## config.mk

```make
export PLATFORM = sky130hd
export DESIGN_NAME = rcs_top
export DESIGN_NICKNAME = d
export VERILOG_FILES = /design/src/design/rcs_buf.v /design/src/design/rcs_top.v
export VERILOG_INCLUDE_DIRS = /design/src /design/src/design
export SDC_FILE = /design/constraint.sdc
export NUM_CORES = 1
export LEC_CHECK = 0
export BUFFER_PORTS_ARGS = -buffer_cell sky130_fd_sc_hd__buf_2
export CORE_MARGIN = 2
export CORE_UTILIZATION = 55
export CTS_BUF_LIST = sky130_fd_sc_hd__clkbuf_4 sky130_fd_sc_hd__clkbuf_8
export CTS_CLUSTER_SIZE = 24
export DETAILED_ROUTE_END_ITERATION = 8
export PLACE_DENSITY = 0.74
export SLEW_MARGIN = 20
export SYNTH_ARGS = -nofsm -noshare
export SYNTH_HDL_FRONTEND = slang
export SYNTH_SLANG_ARGS = --single-unit
```

## constraint.sdc

```tcl
create_clock -name clk -period 5.4 [get_ports clk]
set_input_delay 0.54 -clock clk [delete_from_list [all_inputs] [get_ports clk]]
set_output_delay 0.54 -clock clk [all_outputs]
set_load 0.01 [all_outputs]
```

## src/design/rcs_map.vh

```
`ifndef RCS_MAP_VH
`define RCS_MAP_VH

// -------------------------------------------------------------
// Characters of the command language
// -------------------------------------------------------------
`define RCS_CH_TERM 8'h0A
`define RCS_CH_SEP 8'h3B
`define RCS_CH_QRY 8'h3F
`define RCS_CH_COMMON 8'h2A
`define RCS_CH_SET_A 8'h46
`define RCS_CH_SET_B 8'h4C
`define RCS_CH_OPC 8'h4F
`define RCS_CH_OPCQ 8'h51
`define RCS_CH_WAIT 8'h57
`define RCS_CH_TRIG 8'h54
`define RCS_CH_ZERO 8'h30
`define RCS_CH_ONE 8'h31
`define RCS_CH_NINE 8'h39

// -------------------------------------------------------------
// Settings limits
// -------------------------------------------------------------
`define RCS_VAL_W 4
`define RCS_VAL_MAX 4'h7
`define RCS_SUM_MAX 5'h0C
`define RCS_VAL_RST 4'h0

// -------------------------------------------------------------
// Event status and status byte bits
// -------------------------------------------------------------
`define RCS_ESR_OPC 0
`define RCS_ESR_QYE 2
`define RCS_ESR_EXE 4
`define RCS_ESR_CME 5
`define RCS_STB_MAV 4
`define RCS_STB_ESB 5
`define RCS_STB_MSS 6
`define RCS_BYTE_RST 8'h00

`endif

```

## src/design/rcs_buf.v

```verilog
`timescale 1ns/10ps
module rcs_buf #(
  parameter DW = 8,
  parameter AW = 4
) (
  input wire clk,
  input wire wr_en,
  input wire [AW-1:0] wr_addr,
  input wire [DW-1:0] wr_data,
  input wire rd_en,
  input wire [AW-1:0] rd_addr,
  output reg [DW-1:0] rd_data_q
);
  reg [DW-1:0] mem [0:(1<<AW)-1];

  // Storage has no reset, nor has the read register; a read returns whatever mem holds at rd_addr
  always @(posedge clk) begin
    if (wr_en) begin
      mem[wr_addr] <= wr_data;
    end
    if (rd_en) begin
      rd_data_q <= mem[rd_addr];
    end
  end
endmodule

```

## src/design/rcs_top.v

```verilog
`timescale 1ns/10ps
`include "rcs_map.vh"
module rcs_top #(
  parameter AW = 4
) (
  input wire clk,
  input wire rst_b,
  input wire rx_valid,
  input wire [7:0] rx_data,
  output reg rx_ready_q,
  input wire dcl_pin,
  input wire talk,
  output reg out_valid_q,
  output reg [7:0] out_data_q,
  input wire out_ready,
  output reg hw_apply_q,
  output reg [`RCS_VAL_W-1:0] hw_a_q,
  output reg [`RCS_VAL_W-1:0] hw_b_q,
  input wire hw_ok,
  input wire hw_done,
  output reg trig_q,
  input wire [7:0] ese,
  input wire [7:0] sre,
  input wire esr_clr,
  output reg [7:0] esr_q,
  output reg [7:0] stb_q,
  output reg srq_q
);
  localparam DEPTH = 1 << AW;
  localparam [3:0] ST_IDLE = 4'h1;
  localparam [3:0] ST_DECODE = 4'h2;
  localparam [3:0] ST_WAIT = 4'h4;
  localparam [3:0] ST_REPLY = 4'h8;
  localparam [4:0] PS_CMD = 5'h01;
  localparam [4:0] PS_VAL = 5'h02;
  localparam [4:0] PS_QRY = 5'h04;
  localparam [4:0] PS_COM = 5'h08;
  localparam [4:0] PS_SKIP = 5'h10;
  function is_setting;
    input [7:0] c;
    begin
      is_setting = (c == `RCS_CH_SET_A) || (c == `RCS_CH_SET_B);
    end
  endfunction
  // -------------------------------------------------------------
  // Device clear synchroniser
  // -------------------------------------------------------------
  reg dcl_s1_q, dcl_s2_q, dcl_s3_q, dcl_lvl_q;
  wire dcl_evt = dcl_s2_q & dcl_s3_q & ~dcl_lvl_q;
  always @(posedge clk or negedge rst_b) begin
    if (!rst_b) begin
      dcl_s1_q <= 1'b0;
      dcl_s2_q <= 1'b0;
      dcl_s3_q <= 1'b0;
      dcl_lvl_q <= 1'b0;
    end else begin
      dcl_s1_q <= dcl_pin;
      dcl_s2_q <= dcl_s1_q;
      dcl_s3_q <= dcl_s2_q;
      if (dcl_s2_q == dcl_s3_q) begin
        dcl_lvl_q <= dcl_s3_q;
      end
    end
  end
  // -------------------------------------------------------------
  // Input buffer
  // -------------------------------------------------------------
  reg [AW-1:0] wr_ptr_q, rd_ptr_q;
  reg [AW:0] cnt_q;
  reg [AW:0] lines_q;
  reg [3:0] st_q;
  wire [7:0] ch;
  wire push = rx_valid & rx_ready_q & ~dcl_evt;
  wire full = (cnt_q == DEPTH[AW:0]);
  // Recognition is told to run on a whole line or a full buffer
  wire avail = (lines_q != {(AW+1){1'b0}}) | full;
  wire pop = (st_q == ST_IDLE) & (cnt_q != {(AW+1){1'b0}}) & avail
    & ~dcl_evt;
  wire [AW:0] cnt_d = cnt_q + {{AW{1'b0}}, push} - {{AW{1'b0}}, pop};
  wire push_term = push & (rx_data == `RCS_CH_TERM);
  wire pop_term = (st_q == ST_DECODE) & (ch == `RCS_CH_TERM);
  rcs_buf #(.DW(8), .AW(AW)) u_buf (
    .clk(clk),
    .wr_en(push),
    .wr_addr(wr_ptr_q),
    .wr_data(rx_data),
    .rd_en(pop),
    .rd_addr(rd_ptr_q),
    .rd_data_q(ch)
  );
  always @(posedge clk or negedge rst_b) begin
    if (!rst_b) begin
      wr_ptr_q <= {AW{1'b0}};
      rd_ptr_q <= {AW{1'b0}};
      cnt_q <= {(AW+1){1'b0}};
      lines_q <= {(AW+1){1'b0}};
      rx_ready_q <= 1'b0;
    end else if (dcl_evt) begin
      wr_ptr_q <= {AW{1'b0}};
      rd_ptr_q <= {AW{1'b0}};
      cnt_q <= {(AW+1){1'b0}};
      lines_q <= {(AW+1){1'b0}};
      rx_ready_q <= 1'b1;
    end else begin
      if (push) begin
        wr_ptr_q <= wr_ptr_q + {{(AW-1){1'b0}}, 1'b1};
      end
      if (pop) begin
        rd_ptr_q <= rd_ptr_q + {{(AW-1){1'b0}}, 1'b1};
      end
      cnt_q <= cnt_d;
      lines_q <= lines_q + {{AW{1'b0}}, push_term}
        - {{AW{1'b0}}, pop_term};
      // Traffic keeps flowing while earlier lines execute
      rx_ready_q <= (cnt_d != DEPTH[AW:0]);
    end
  end
  // -------------------------------------------------------------
  // Recognition, settings store and synchronisation
  // -------------------------------------------------------------
  reg [4:0] ps_q;
  reg sel_b_q, dirty_q, busy_q, opc_pend_q, wait_reply_q, wait_trig_q;
  reg [`RCS_VAL_W-1:0] pend_a_q, pend_b_q;
  reg [7:0] reply_q;
  reg set_opc, set_cme, set_exe;
  wire [`RCS_VAL_W-1:0] digit = ch[`RCS_VAL_W-1:0];
  wire is_digit = (ch >= `RCS_CH_ZERO) && (ch <= `RCS_CH_NINE);
  wire [4:0] sum = {1'b0, pend_a_q} + {1'b0, pend_b_q};
  wire compat = hw_ok & (sum <= `RCS_SUM_MAX);
  // Settled: nothing applied that hardware has not acknowledged
  wire settled = ~busy_q & ~hw_apply_q;
  wire line_end = dcl_evt | pop_term;
  always @(posedge clk or negedge rst_b) begin
    if (!rst_b) begin
      st_q <= ST_IDLE;
      ps_q <= PS_CMD;
      sel_b_q <= 1'b0;
      dirty_q <= 1'b0;
      busy_q <= 1'b0;
      opc_pend_q <= 1'b0;
      wait_reply_q <= 1'b0;
      wait_trig_q <= 1'b0;
      pend_a_q <= `RCS_VAL_RST;
      pend_b_q <= `RCS_VAL_RST;
      hw_a_q <= `RCS_VAL_RST;
      hw_b_q <= `RCS_VAL_RST;
      hw_apply_q <= 1'b0;
      trig_q <= 1'b0;
      reply_q <= `RCS_BYTE_RST;
      set_opc <= 1'b0;
      set_cme <= 1'b0;
      set_exe <= 1'b0;
    end else begin
      hw_apply_q <= 1'b0;
      trig_q <= 1'b0;
      set_opc <= 1'b0;
      set_cme <= 1'b0;
      set_exe <= 1'b0;
      if (hw_apply_q) begin
        busy_q <= 1'b1;
      end else if (hw_done) begin
        busy_q <= 1'b0;
      end
      if (opc_pend_q && settled) begin
        opc_pend_q <= 1'b0;
        set_opc <= 1'b1;
      end
      if (line_end) begin
        // Line end: check the pending set as a whole, then commit
        ps_q <= PS_CMD;
        if (dirty_q) begin
          dirty_q <= 1'b0;
          if (compat) begin
            hw_a_q <= pend_a_q;
            hw_b_q <= pend_b_q;
            hw_apply_q <= 1'b1;
          end else begin
            set_exe <= 1'b1;
            pend_a_q <= hw_a_q;
            pend_b_q <= hw_b_q;
          end
        end
      end
      if (dcl_evt) begin
        st_q <= ST_IDLE;
        wait_reply_q <= 1'b0;
        wait_trig_q <= 1'b0;
      end else begin
        case (st_q)
          ST_IDLE: begin
            if (pop) begin
              st_q <= ST_DECODE;
            end
          end
          ST_DECODE: begin
            // Recognition is free for the next character at once, except after a query or *Q, *W or *T
            st_q <= ST_IDLE;
            if (ch == `RCS_CH_SEP) begin
              ps_q <= PS_CMD;
            end else if (ch != `RCS_CH_TERM) begin
              case (ps_q)
                PS_CMD: begin
                  if (is_setting(ch)) begin
                    sel_b_q <= (ch == `RCS_CH_SET_B);
                    ps_q <= PS_VAL;
                  end else if (ch == `RCS_CH_QRY) begin
                    ps_q <= PS_QRY;
                  end else if (ch == `RCS_CH_COMMON) begin
                    ps_q <= PS_COM;
                  end else begin
                    set_cme <= 1'b1;
                    ps_q <= PS_SKIP;
                  end
                end
                PS_VAL: begin
                  ps_q <= PS_CMD;
                  if (!is_digit) begin
                    set_cme <= 1'b1;
                    ps_q <= PS_SKIP;
                  end else if (digit > `RCS_VAL_MAX) begin
                    set_exe <= 1'b1;
                  end else begin
                    // No cross check here; sum is judged at line end
                    dirty_q <= 1'b1;
                    if (sel_b_q) begin
                      pend_b_q <= digit;
                    end else begin
                      pend_a_q <= digit;
                    end
                  end
                end
                PS_QRY: begin
                  ps_q <= PS_CMD;
                  if (is_setting(ch)) begin
                    reply_q <= `RCS_CH_ZERO + {4'h0,
                      (ch == `RCS_CH_SET_B) ? pend_b_q : pend_a_q};
                    st_q <= ST_REPLY;
                  end else begin
                    set_cme <= 1'b1;
                    ps_q <= PS_SKIP;
                  end
                end
                PS_COM: begin
                  ps_q <= PS_CMD;
                  if (ch == `RCS_CH_OPC) begin
                    opc_pend_q <= 1'b1;
                  end else if (ch == `RCS_CH_OPCQ) begin
                    wait_reply_q <= 1'b1;
                    st_q <= ST_WAIT;
                  end else if (ch == `RCS_CH_WAIT) begin
                    st_q <= ST_WAIT;
                  end else if (ch == `RCS_CH_TRIG) begin
                    wait_trig_q <= 1'b1;
                    st_q <= ST_WAIT;
                  end else begin
                    set_cme <= 1'b1;
                    ps_q <= PS_SKIP;
                  end
                end
                PS_SKIP: ps_q <= PS_SKIP;
                default: ps_q <= PS_CMD;
              endcase
            end
          end
          ST_WAIT: begin
            if (settled && !opc_pend_q) begin
              wait_trig_q <= 1'b0;
              trig_q <= wait_trig_q;
              if (wait_reply_q) begin
                wait_reply_q <= 1'b0;
                set_opc <= 1'b1;
                reply_q <= `RCS_CH_ONE;
                st_q <= ST_REPLY;
              end else begin
                st_q <= ST_IDLE;
              end
            end
          end
          ST_REPLY: begin
            if (!out_valid_q) begin
              st_q <= ST_IDLE;
            end
          end
          default: st_q <= ST_IDLE;
        endcase
      end
    end
  end
  // -------------------------------------------------------------
  // Output buffer
  // -------------------------------------------------------------
  wire load_out = (st_q == ST_REPLY) & ~out_valid_q & ~dcl_evt;
  wire reply_pend = (st_q == ST_REPLY) | ((st_q == ST_WAIT) & wait_reply_q);
  reg set_qye;

  always @(posedge clk or negedge rst_b) begin
    if (!rst_b) begin
      out_valid_q <= 1'b0;
      out_data_q <= `RCS_BYTE_RST;
      set_qye <= 1'b0;
    end else begin
      set_qye <= talk & ~out_valid_q & ~reply_pend;
      if (load_out) begin
        out_valid_q <= 1'b1;
        out_data_q <= reply_q;
      end else if (out_ready) begin
        out_valid_q <= 1'b0;
      end
    end
  end
  // -------------------------------------------------------------
  // Event status, status byte and service request
  // -------------------------------------------------------------
  reg [7:0] ev;
  reg [7:0] stb_d;
  always @* begin
    ev = `RCS_BYTE_RST;
    ev[`RCS_ESR_OPC] = set_opc;
    ev[`RCS_ESR_QYE] = set_qye;
    ev[`RCS_ESR_EXE] = set_exe;
    ev[`RCS_ESR_CME] = set_cme;
    stb_d = `RCS_BYTE_RST;
    stb_d[`RCS_STB_MAV] = out_valid_q;
    stb_d[`RCS_STB_ESB] = |(esr_q & ese);
    stb_d[`RCS_STB_MSS] = |(stb_d & sre);
  end

  always @(posedge clk or negedge rst_b) begin
    if (!rst_b) begin
      esr_q <= `RCS_BYTE_RST;
      stb_q <= `RCS_BYTE_RST;
      srq_q <= 1'b0;
    end else begin
      // A new event wins over a clear in the same cycle
      esr_q <= (esr_clr ? `RCS_BYTE_RST : esr_q) | ev;
      stb_q <= stb_d;
      srq_q <= |(stb_d & ~stb_q & sre & ~(8'h01 << `RCS_STB_MSS));
    end
  end
endmodule

```

# Yosys cells after proc, flatten, opt, wreduce, memory -nomap -nowiden
# Memory sizes are Yosys's and may differ from the RTL's. A register that Yosys moved wholly into a read port is not among the register bits.
# Index checks and enable logic that the tools add are counted.
[op_classes]
shift = 0
n_lt_le_gt_ge = 4
bitwise_logic = 32
multipliers = 0
n_addsub = 8
mux = 140
div = 0
reduce_logical = 22
n_eq_ne = 41
[ops]
columns = ["cell", "count"]
rows = [
  ["$mux W4", 35],
  ["$mux W5", 16],
  ["$mux W1", 71],
  ["$mux W8", 7],
  ["$eq A8 B7 Y1 const B", 6],
  ["$pmux W5 S5", 1],
  ["$eq A8 B6 Y1 const B", 3],
  ["$ne A3 B3 Y1 const B", 7],
  ["$and A1 B1 Y1", 16],
  ["$and A8 B8 Y8", 2],
  ["$eq A8 B4 Y1 const B", 2],
  ["$pmux W4 S4", 1],
  ["$pmux W8 S2", 1],
  ["$reduce_or A8 Y1", 2],
  ["$mux W3", 4],
  ["$ne A3 B2 Y1 const B", 4],
  ["$add A5 B1 Y5", 2],
  ["$eq A5 B5 Y1 const B", 2],
  ["$reduce_bool A2 Y1", 5],
  ["$reduce_bool A5 Y1", 2],
  ["$sub A5 B1 Y5", 2],
  ["$reduce_and A9 Y1", 1],
  ["$add A4 B1 Y4 const B", 2],
  ["$and A6 B8 Y8", 1],
  ["37 further kinds", 52],
]
[totals]
n_memories = 1
out_inout_bits = 37
ram_bits = 128
regBits = 89
rom_bits = 0
latch_bits = 0
[memory_table]
columns = ["memory", "depth", "width", "rd", "rd_clocked_by_memory_dff", "write_ports", "line", "text"]
rows = [
  ["u_buf.mem", 16, 8, 1, 1, 1, "rcs_buf.v:14", "reg [DW-1:0] mem [0:(1<<AW)-1];"],
]

# Longest topological paths before layout
# Gate-level depths: netlist (run 1).
[logic_depth]
depth_word = 14
mapped_depth = 14
depth_no_buf = 14

# Modules after synthesis
# From an unflattened synthesis (run 1), not the netlist that was laid out.
[hier_totals]
hier_cells = 661
hier_area_um2 = 9650.5
[by_module_without_submodules]
columns = ["module", "seq_area_each_um2", "n_inst", "cells_each", "area_per_inst_um2"]
rows = [
  ["rcs_buf", 4083.9, 1, 229, 5227.5],
  ["rcs_top", 1979.4, 1, 432, 4423.0],
]

# Worst setup path before layout (run 1)
# No wires, ideal clock.
[synth_timing]
path_kind = "register to register"
from = "register dcl_s2_q"
to = "register rx_ready_q"
path_buffers = 2
required_time_ns = 5.264
setup_time_ns = 0.136
arrival_time_ns = 3.407
period_less_slack_ns = 3.543
path_stages_with_launch = 15
setup_slack_ns = 1.857
cell_sequence = "dfrtp_1 > ha_1 > nor2b_1 > clkbuf_1 > clkbuf_1 > nor3_1 > ha_1 > inv_1 > ha_1 > fa_1 > a21oi_1 > nor2_1 > or3_1 > a21oi_1 > nand4_1"
[synth_rtl]
columns = ["element", "line", "text"]
rows = [
  ["from (decl)", "rcs_top.v:48", "reg dcl_s1_q, dcl_s2_q, dcl_s3_q, dcl_lvl_q;"],
  ["from (signal assigned)", "rcs_top.v:58", "dcl_s2_q <= dcl_s1_q;"],
  ["$and A1 B1 Y1 (2 in a row)", "rcs_top.v:49", "wire dcl_evt = dcl_s2_q & dcl_s3_q & ~dcl_lvl_q;"],
  ["$not A1 Y1 (no source line)", "--", ""],
  ["$and A1 B1 Y1", "rcs_top.v:78", "& ~dcl_evt;"],
  ["net pop", "rcs_top.v:77", "wire pop = (st_q == ST_IDLE) & (cnt_q != {(AW+1){1'b0}}) & avail"],
  ["$sub A5 B1 Y5", "rcs_top.v:79", "wire [AW:0] cnt_d = cnt_q + {{AW{1'b0}}, push} - {{AW{1'b0}}, pop};"],
  ["$ne A5 B5 Y1", "rcs_top.v:115", "rx_ready_q <= (cnt_d != DEPTH[AW:0]);"],
  ["$mux W1", "rcs_top.v:98", "end else if (dcl_evt) begin"],
  ["to (signal assigned)", "rcs_top.v:115", ""],
  ["to (decl)", "rcs_top.v:10", "output reg rx_ready_q,"],
]
# The timed path passes the listed nets, and every way through them passes these cells.
# A chain may end at the register's enable or synchronous reset.

# Worst setup path in the final report (run 1)
[layout_timing]
from = "register lines_q[2]"
to = "register rx_ready_q"
[layout_via]
elab_chain_len = 7
[layout_lines]
columns = ["element", "line", "text"]
rows = [
  ["from (decl)", "rcs_top.v:70", "reg [AW:0] lines_q;"],
  ["from (signal assigned)", "rcs_top.v:96", "lines_q <= {(AW+1){1'b0}};"],
  ["from (signal assigned)", "rcs_top.v:102", "lines_q <= {(AW+1){1'b0}};"],
  ["from (signal assigned)", "rcs_top.v:112", "lines_q <= lines_q + {{AW{1'b0}}, push_term}"],
  ["$reduce_bool A5 Y1", "rcs_top.v:76", "wire avail = (lines_q != {(AW+1){1'b0}}) | full;"],
  ["$or A1 B1 Y1", "rcs_top.v:76", ""],
  ["$and A1 B1 Y1", "rcs_top.v:77", ""],
  ["$and A1 B1 Y1", "rcs_top.v:78", ""],
  ["net pop", "rcs_top.v:77", ""],
  ["$sub A5 B1 Y5", "rcs_top.v:79", ""],
  ["$ne A5 B5 Y1", "rcs_top.v:115", ""],
  ["$mux W1", "rcs_top.v:98", ""],
]
# The timed path passes the listed nets, and every way through them passes these cells.

==> reports/results.txt, run 1 <==
Worst path required time = 5.77 ns
Final nets = 806
R2r worst-path depth = 14
Syn Inst Count = 691
TritonCTS Buffers = 35
Yosys warns = 0
Largest net degree at the start of global routing = 80
Die Area = 18500 um2
Max Clk Rate = 0.266 GHz
Die width = 136 um
Cts repair resizes = 0
Pre-CTS setup slack = 1.61 ns
DRT antenna net count = 0
# port buffers = 48
Final setup fails = 0
Total negative slack = 0 ns
CP endpoint = rx_ready_q$_DFF_PN0_
Max stage delay on crit path = 0.59 ns
Pwr dens = 464 nW/um2
Async set-or-reset flop fraction in the synthesized netlist = 36.7%
Initial antenna violation count = 0
Layout cell share with drive strength beyond 1 = 22.0%
Post-CTS Setup Inserts = 0
Maximum VDD drop = 0.341 mV
HP Class = input port to flip-flop
Outcome = complete, no violations
GRT Overall Usage = 21.2%
Diode count = 0
Worst-Skew Late Latency = 0.53 ns
Worst Skew = 0.0251 ns
Crit path kind = flip-flop to flip-flop
Routability congestion estimate = 0.890
Initial DRC count = 458
CTS tree = yes
Yosys reg bits = 215
Area growth from synthesis to layout = 11.7%
Max Cap Violations = 0
Slew margin rel. = 27.0%
Seq/Total Area, Yosys = 63.4%
Cell Chain, Critical Path = inv_1 -> ha_1 -> or4b_2 -> mux2i_1 -> nor3_2 -> ha_1 -> inv_1 -> ha_1 -> fa_1 -> a21oi_1 -> nor2_1 -> or3_1 -> a21oi_1 -> nand4_1
Lkg Pwr = 4.26 nW
Post-synth top flop = edfxtp_1
Routed len/inst = 18.9 um
CTS Sinks = 215
Hold Slack = 0.143 ns
CTS H-Tree Depth = 2
Die H = 136 um
Worst Path Arrival = 4.13 ns
Clock-pin slew on the worst setup and hold paths = 0.06 ns
Crit Path Max Fanout = 9
Drt drc = 0
Vias = 5793
Root Buffer = clkbuf_8
Vias in the first global route = 5676
Crit-path slowest cell = or4b_2
# IOs = 70
Setup ws final = 1.64 ns
Final Hold Viols = 0
Core region area = 17100 um2
Vias per std cell = 5.80
Most Frequent Cell on Critical Path = ha_1
# rows = 48
Hold buffers post-CTS = 0
Post-Syn Area per Cell = 13.8 um2
Post-synth EDFFs = 136
Detailed Place HPWL = 12600 um
Worst Setup SP = lines_q[2]$_DFF_PN0_
Distinct cells, synth = 70
Final WL = 18900 um
Period minus WS final = 3.76 ns
Setup crit start kind = flip-flop
R2R setup slack = 1.64 ns
Reg-to-Reg Start = lines_q[2]$_DFF_PN0_
Starting Density = 55.9%
CP endpoint kind = flip-flop
Drt pass-1 iters = 7
Slew @ Worst Pin = 1.09 ns
Mapped Area = 9560 um2
Unrepaired setup endpoints after global routing = no
First-pass GRT wire length = 29800 um
Gr ovfl total = 0
Capturing point of the worst reg2reg path = rx_ready_q$_DFF_PN0_
Max Slew Vio Count = 0
Crit share post-route = 69.6%
Bufs on Longest Clock Path = 3
flip-flops by register name (all words and copies together) (netlist names), 5 cells and up:
signal	count
lines_q	5
reply_q	5
out_data_q	5
u_buf.mem	128
ps_q	5
cnt_q	5
u_buf.rd_data_q	8
critical path: cells and delay by family, from the launching register on:
kind	cells	cell delay, ns
and+or+nand+nor	5	1.33
DFF	1	0.39
adders and majority gates	4	1.06
muxes	1	0.35
AOI/OAI and AO/OA	2	0.37
buffers and inverters	2	0.13
stage by stage:
stage	area (um2)	total power, mW	std cells	utilization (%)
2_1_floorplan	9600	3.18	701	-
3_3_place_gp	9940	3.46	936	58.1
3_5_place_dp	9950	3.54	936	58.2
4_1_cts	10700	4.98	999	62.4
5_1_grt	10700	5.22	999	62.4
6_report	10700	4.96	999	62.4
logic make-up (layout without fill, tap and decap cells):
group / Yosys count / after routing / share of synthesized area (%)
simple gates: 170 / 170 / 9.28
buf+inv: 68 / 141 / 3.40
xor+xnor: 18 / 18 / 1.65
flops: 215 / 215 / 63.4
compound gates: 116 / 116 / 8.00
other cells: 1 / 11 / 0.0392
fa+ha+maj: 25 / 25 / 3.51
mux: 78 / 78 / 10.7
where the power goes:
group / internal, mW / switching, mW
logic: 0.562 / 0.687
clock network: 0.825 / 0.619
registers: 1.99 / 0.276
total: 3.38 / 1.58
synth_stat cells, types with 3 or more instances:
library cell | number | area, um2
nor2b_1 | 10 | 62.6
xor2_1 | 9 | 78.8
a211oi_1 | 3 | 22.5
dfrtp_1 | 77 | 1930
edfxtp_1 | 136 | 4080
a21o_1 | 8 | 60.1
a221oi_1 | 8 | 70.1
a22oi_1 | 12 | 90.1
buf_4 | 13 | 97.6
mux2_4 | 3 | 45.0
nand2b_1 | 7 | 43.8
nor2_1 | 47 | 176
buf_1 | 4 | 15.0
nand2_1 | 38 | 143
nand3_1 | 9 | 45.0
ha_1 | 22 | 275
inv_1 | 25 | 93.8
and2_1 | 10 | 62.6
clkbuf_1 | 19 | 71.3
nand4_1 | 4 | 25.0
mux4_2 | 16 | 360
a31oi_1 | 6 | 37.5
buf_2 | 5 | 25.0
or3_1 | 3 | 18.8
mux2_2 | 23 | 259
nor4b_1 | 5 | 43.8
fa_1 | 3 | 60.1
xnor2_1 | 9 | 78.8
o21ai_0 | 30 | 150
mux2i_1 | 36 | 360
o21bai_1 | 3 | 22.5
a21oi_1 | 26 | 130
nor3_1 | 15 | 75.1
worst min path at each step:
stage	start	to	slack (ns)	depth (start not counted)
finish	dcl_pin	dcl_s1_q$_DFF_PN0_	0.14	1
global route	dcl_pin	dcl_s1_q$_DFF_PN0_	0.13	1
CTS	dcl_pin	dcl_s1_q$_DFF_PN0_	0.12	1
detailed placement	dcl_s1_q$_DFF_PN0_	dcl_s2_q$_DFF_PN0_	0.34	0
global placement	dcl_s1_q$_DFF_PN0_	dcl_s2_q$_DFF_PN0_	0.36	0
floorplan	rst_b	busy_q$_DFFE_PN0P_	0.24	0
metal layers:
metal,vias to the layer above,global-route usage [%],share of wire [%]
li1,2678,-,-
met1,2853,27.6,42
met2,220,35.4,49
met3,42,3.88,5.9
met4,0,8.39,3.2
met5,-,0,0
cell type report:
cell class / instances / area, um2
fillers: 1276 / 6440
flip-flops and latches: 215 / 6060
multi-input cells: 418 / 3230
clock buffers: 49 / 606
well taps: 225 / 282
repair buffers: 53 / 280
clock inverters: 14 / 120
inverters: 25 / 93.8
placed cells by master (no fill, tap or decap), types with 4 or more instances in the layout:
cell / count
nand3_1: 9
dfrtp_1: 76
a221oi_1: 8
buf_2: 47
mux2_2: 23
nor2b_1: 9
nor3_1: 12
nand2_1: 38
nand2b_1: 7
clkinv_1: 5
conb_1: 11
nor2_1: 47
a21o_1: 8
clkbuf_8: 38
clkinv_2: 5
and2_1: 10
nor4b_1: 4
clkbuf_4: 11
a21oi_1: 26
inv_1: 25
ha_1: 22
xnor2_1: 9
nand4_1: 4
buf_4: 6
xor2_1: 9
a31oi_1: 6
mux2i_1: 36
edfxtp_1: 136
a22oi_1: 12
o21ai_0: 30
mux4_2: 16
Power figures use the tool's default switching activity.
==> run 2: changes to the inputs <==
Settings changed: PLACE_DENSITY 0.74 to 0.77.
Clock period 5.4 ns to 3.4 ns, I/O delays scaled along.
==> run 2 against run 1 <==
The run now ends with hold timing left. Global-route usage grew 1.3 points. Wire length grew 6.2%. Combinational power grew 84%. Flip-flop and latch count is the same. Utilization grew 0.65 points. Total power grew 61%. Critical path depth is the same. Largest power group unchanged. Highest routed layer unchanged.
==> reports/results.txt, run 2 (synthesized netlist as in run 1, its figures left out) <==
Root Buffer = clkbuf_8
Gr ovfl total = 0
Crit path kind = flip-flop to flip-flop
Setup crit start kind = flip-flop
Slew margin rel. = 34.6%
CP endpoint kind = flip-flop
Worst path required time = 3.78 ns
Largest net degree at the start of global routing = 80
Worst Skew = 0.0167 ns
Max Slew Vio Count = 0
TritonCTS Buffers = 36
CTS tree = yes
Total negative slack = 0 ns
Final WL = 20000 um
Register name with the most flops = u_buf.mem
FILL cells = 1285
Vias = 5908
DP Area = 10100 um2
Core region area = 17100 um2
Crit share post-route = 95.9%
Drt drc = 0
Max reg flops = 128
Starting Density = 55.9%
Initial DRC count = 572
Commonest non-fill, non-tap cell in the layout = edfxtp_1
Period minus WS final = 3.26 ns
Detailed Place HPWL = 13500 um
Area growth from synthesis to layout = 12.9%
Slew @ Worst Pin = 0.981 ns
Routed len/inst = 19.8 um
Lkg Pwr = 4.33 nW
CTS Sinks = 215
Clock-pin slew on the worst setup and hold paths = 0.06 ns
Hold Slack = -0.0277 ns
CTS H-Tree Depth = 2
Vias in the first global route = 5987
Design area = 10800 um2
Routability congestion estimate = 0.876
Max Clk Rate = 0.307 GHz
Unrepaired setup endpoints after global routing = no
Outcome = finished with violations
GRT Overall Usage = 22.5%
Worst-Skew Late Latency = 0.52 ns
First-pass GRT wire length = 31400 um
Layout cell share with drive strength beyond 1 = 23.3%
Drt pass-1 iters = 5
Vias per std cell = 5.83
Bufs on Longest Clock Path = 3
Die width = 136 um
Crit Path Max Fanout = 2
Most frequent cells in the layout = edfxtp_1, dfrtp_1, nor2_1, buf_2, clkbuf_8
HP Class = input port to asynchronous set/reset pin
Final nets = 825
Worst Path Arrival = 3.64 ns
Initial antenna violation count = 0
Final Hold Viols = 19
# port buffers = 48
Die Area = 18500 um2
Failing checks = hold timing
R2r worst-path depth = 14
DRT antenna net count = 0
Max Cap Violations = 0
Final Non-Filler Cells = 1014
# IOs = 70
Die H = 136 um
Maximum VDD drop = 0.476 mV
Diode count = 0
# rows = 48
Placed Cells incl. Taps = 951
Pwr dens = 738 nW/um2
Final setup fails = 0
Largest regs = u_buf.mem (128), u_buf.rd_data_q (8)
## run 2: changes by cell type in the layout (fill, tap and decap cells not counted), sizes merged
| cell | change |
|---|---|
| buf | +16 |
| dlygate4sd3 | +2 |
| bufinv | -2 |
| clkbuf | +3 |
| clkinv | -4 |
## run 2: area by class of cell
cell class / instances / area, um2 / area share, %
Clock buffer: 52 / 641 / 5.94
Clock inverter: 8 / 40.0 / 0.371
Multi-Input combinational cell: 418 / 3240 / 30.0
Timing Repair Buffer: 71 / 433 / 4.01
Inverter: 25 / 93.8 / 0.870
Tap cell: 225 / 282 / 2.61
Sequential cell: 215 / 6060 / 56.2
## run 2: report_power, final
| part | total (mW) | internal, mW | switching (mW) | leakage [nW] |
|---|---|---|---|---|
| registers | 3.48 | 3.16 | 0.323 | 2.24 |
| clock network | 2.18 | 1.20 | 0.979 | 0.359 |
| logic | 2.30 | 1.02 | 1.28 | 1.73 |
## run 2: critical path: stages, from the launching register on
cell and delay, ns:
dfrtp_1 0.38, inv_1 0.10, ha_1 0.18, or4b_4 0.48, mux2i_2 0.21, nor3_2 0.07, ha_1 0.28, inv_1 0.04
ha_1 0.20, fa_2 0.37, a21oi_1 0.13, nor2_1 0.06, or3_1 0.36, a21oi_2 0.17, nand4_1 0.11
## run 2: worst paths after layout
| check | end | from | slack (ns) |
|---|---|---|---|
| worst min-delay path | dcl_s2_q$_DFF_PN0_ | rst_b | -0.03 |
| worst max-delay path | rx_ready_q$_DFF_PN0_ | lines_q[3]$_DFF_PN0_ | 0.14 |
| worst max register to register | rx_ready_q$_DFF_PN0_ | lines_q[3]$_DFF_PN0_ | 0.14 |
| min in group clk | stb_q[6]$_DFF_PN0_ | sre[5] | 0.04 |
| worst min register to register | dcl_s2_q$_DFF_PN0_ | dcl_s1_q$_DFF_PN0_ | 0.36 |
| max in group asynchronous | rd_ptr_q[0]$_DFFE_PN0P_ | rst_b | 2.74 |
## run 2: timing repair
item | 4_1_cts | 5_1_grt
hold endpoints to repair | 2 | 0
resized for setup | 4 | 0
buffers inserted | 1 | 0
setup endpoints to repair | 1 | 0
hold buffers | 2 | 0
## run 2: metrics by stage
stage,setup WS (ns),util [%],total power [mW]
after CTS,0.142,63.0,7.99
after floorplan,0.0378,-,5.06
final,0.139,63.0,7.96
after global routing,0.0117,63.0,8.37
after detailed placement,-0.103,58.8,5.76
after global placement,0.0770,58.8,5.62
## run 2: metal layers
metal | global-route usage (%) | vias up | part of all wire (%)
li1 | - | 2711 | -
met1 | 28.1 | 2901 | 40
met2 | 38.4 | 246 | 51
met3 | 4.55 | 50 | 6.5
met4 | 9.61 | 0 | 3.1
met5 | 0 | - | 0
==> run 3: changes to the inputs <==
Settings changed: CORE_UTILIZATION 55 to 30, PLACE_DENSITY 0.77 to default.
==> run 3 against run 2 <==
The run now ends clean. Clock skew rose by 0.0043 ns. Largest cell class unchanged. Register-to-register slack barely moved. Via count fell by 1.5%. Critical endpoint unchanged. Critical path depth did not move. Design area rose by 3.0%. Clock-buffer cell count rose by 1. Highest routed layer unchanged.
==> reports/results.txt, run 3 (synthesized netlist as in run 1, its figures left out) <==
Outcome = complete, no violations
Slew @ Worst Pin = 0.832 ns
Maximum VDD drop = 0.303 mV
Worst Skew = 0.0210 ns
HP Class = input port to flip-flop
Lkg Pwr = 4.39 nW
Worst Path Arrival = 3.66 ns
CTS H-Tree Depth = 2
Routability congestion estimate = 0.798
Bufs on Longest Clock Path = 3
Core region area = 31500 um2
Drt drc = 0
# port buffers = 48
Setup crit start kind = flip-flop
Largest delay share family, worst path = simple AND/OR/NAND/NOR gates
Overall power = 8.01 mW
GRT Overall Usage = 12.7%
Final setup fails = 0
Crit share post-route = 96.1%
Starting Density = 30.4%
Root Buffer = clkbuf_8
Max stage delay on crit path = 0.60 ns
Gr ovfl total = 0
Design area = 11100 um2
Area growth from synthesis to layout = 16.3%
Crit path kind = flip-flop to flip-flop
Max Cap Violations = 0
Clock-pin slew on the worst setup and hold paths = 0.06 ns
Initial antenna violation count = 0
Total negative slack = 0 ns
Commonest non-fill, non-tap cell in the layout = edfxtp_1
Cell Chain, Critical Path = inv_1 -> ha_1 -> or4b_2 -> mux2i_2 -> nor3_2 -> ha_1 -> inv_1 -> ha_1 -> fa_2 -> a21oi_1 -> nor2_1 -> or3_1 -> a21oi_2 -> nand4_1
Drt pass-1 iters = 5
Final WL = 20700 um
Pwr dens = 720 nW/um2
CTS Sinks = 215
Vias = 5817
Die width = 183 um
DRT antenna net count = 0
Post-CTS Setup Inserts = 0
Final Hold Viols = 0
DP Area = 10400 um2
Crit Path Max Fanout = 2
Max Clk Rate = 0.306 GHz
Max reg flops = 128
Initial DRC count = 429
Max Slew Vio Count = 0
Vias per std cell = 4.82
Register name with the most flops = u_buf.mem
Period minus WS final = 3.27 ns
Worst path required time = 3.79 ns
Crit-path slowest cell = or4b_2
# IOs = 70
Worst-Skew Late Latency = 0.53 ns
Final nets = 835
# rows = 65
CTS tree = yes
Die Area = 33300 um2
Largest net degree at the start of global routing = 60
Layout cell share with drive strength beyond 1 = 24.5%
TritonCTS Buffers = 36
Buf/Inv on CP = 2
Diode count = 0
Largest regs = u_buf.mem (128), u_buf.rd_data_q (8)
Most frequent cells in the layout = edfxtp_1, dfrtp_1, nor2_1, buf_2, clkbuf_8
Slew margin rel. = 44.3%
Die H = 183 um
Most Frequent Cell on Critical Path = ha_1
Vias in the first global route = 5792
CP endpoint kind = flip-flop
Routed len/inst = 17.2 um
Detailed Place HPWL = 13600 um
First-pass GRT wire length = 32700 um
run 3: what timing repair did:
action / in CTS / in global routing
gates resized for setup: 0 / 3
hold buffers: 3 / 0
setup endpoints to repair: 0 / 1
hold endpoints to repair: 58 / 0
run 3: where the power goes:
| group | total (mW) | switching, mW | internal (mW) | leakage (nW) |
|---|---|---|---|---|
| combinational | 2.33 | 1.31 | 1.02 | 1.77 |
| clock | 2.25 | 1.02 | 1.22 | 0.373 |
| sequential | 3.43 | 0.271 | 3.16 | 2.24 |
run 3: tightest hold or removal path, stage by stage:
cell     delay (ns)
buf_2          0.07
nand2_1        0.06
nand2_1        0.06
run 3: final timing paths:
check / startpoint / endpoint / slack, ns / depth (start not counted)
min in group asynchronous: rst_b / srq_q$_DFF_PN0_ / 0.44 / 2
max in group asynchronous: rst_b / hw_b_q[0]$_DFFE_PN0P_ / 2.17 / 3
hold / removal: sre[5] / stb_q[6]$_DFF_PN0_ / 0.05 / 3
setup / recovery: lines_q[3]$_DFF_PN0_ / rx_ready_q$_DFF_PN0_ / 0.13 / 14
hold reg to reg: dcl_s1_q$_DFF_PN0_ / dcl_s2_q$_DFF_PN0_ / 0.38 / 0
setup reg to reg: lines_q[3]$_DFF_PN0_ / rx_ready_q$_DFF_PN0_ / 0.13 / 14
run 3: cell type report:
cell class	instances	area (um2)
Clock buffer	53	642
Clock inverter	12	67.6
Fill cell	3050	20400
Inverter	25	93.8
Multi-Input combinational cell	418	3230
Sequential cell	215	6060
Tap cell	402	503
Timing Repair Buffer	81	510
run 3: per-stage QoR:
step / hold WS, ns / setup WS (ns) / cells / utilization, %
2_1_floorplan: 0.0444 / 0.0378 / 701 / -
3_3_place_gp: 0.367 / 0.0949 / 1138 / 32.9
3_5_place_dp: 0.343 / 0.0748 / 1138 / 32.9
4_1_cts: 0.00949 / 0.0469 / 1206 / 35.3
5_1_grt: 0.0303 / -0.00617 / 1206 / 35.3
6_report: 0.0466 / 0.134 / 1206 / 35.3
run 3: metal layers:
layer	part of all wire, %	wire length (um)	track usage (%)	vias to the layer above
li1	-	-	-	2729
met1	46	9410	16.9	2883
met2	47	9720	20.6	164
met3	5.4	1110	2.77	41
met4	2.1	441	4.06	0
met5	0	0	0	-
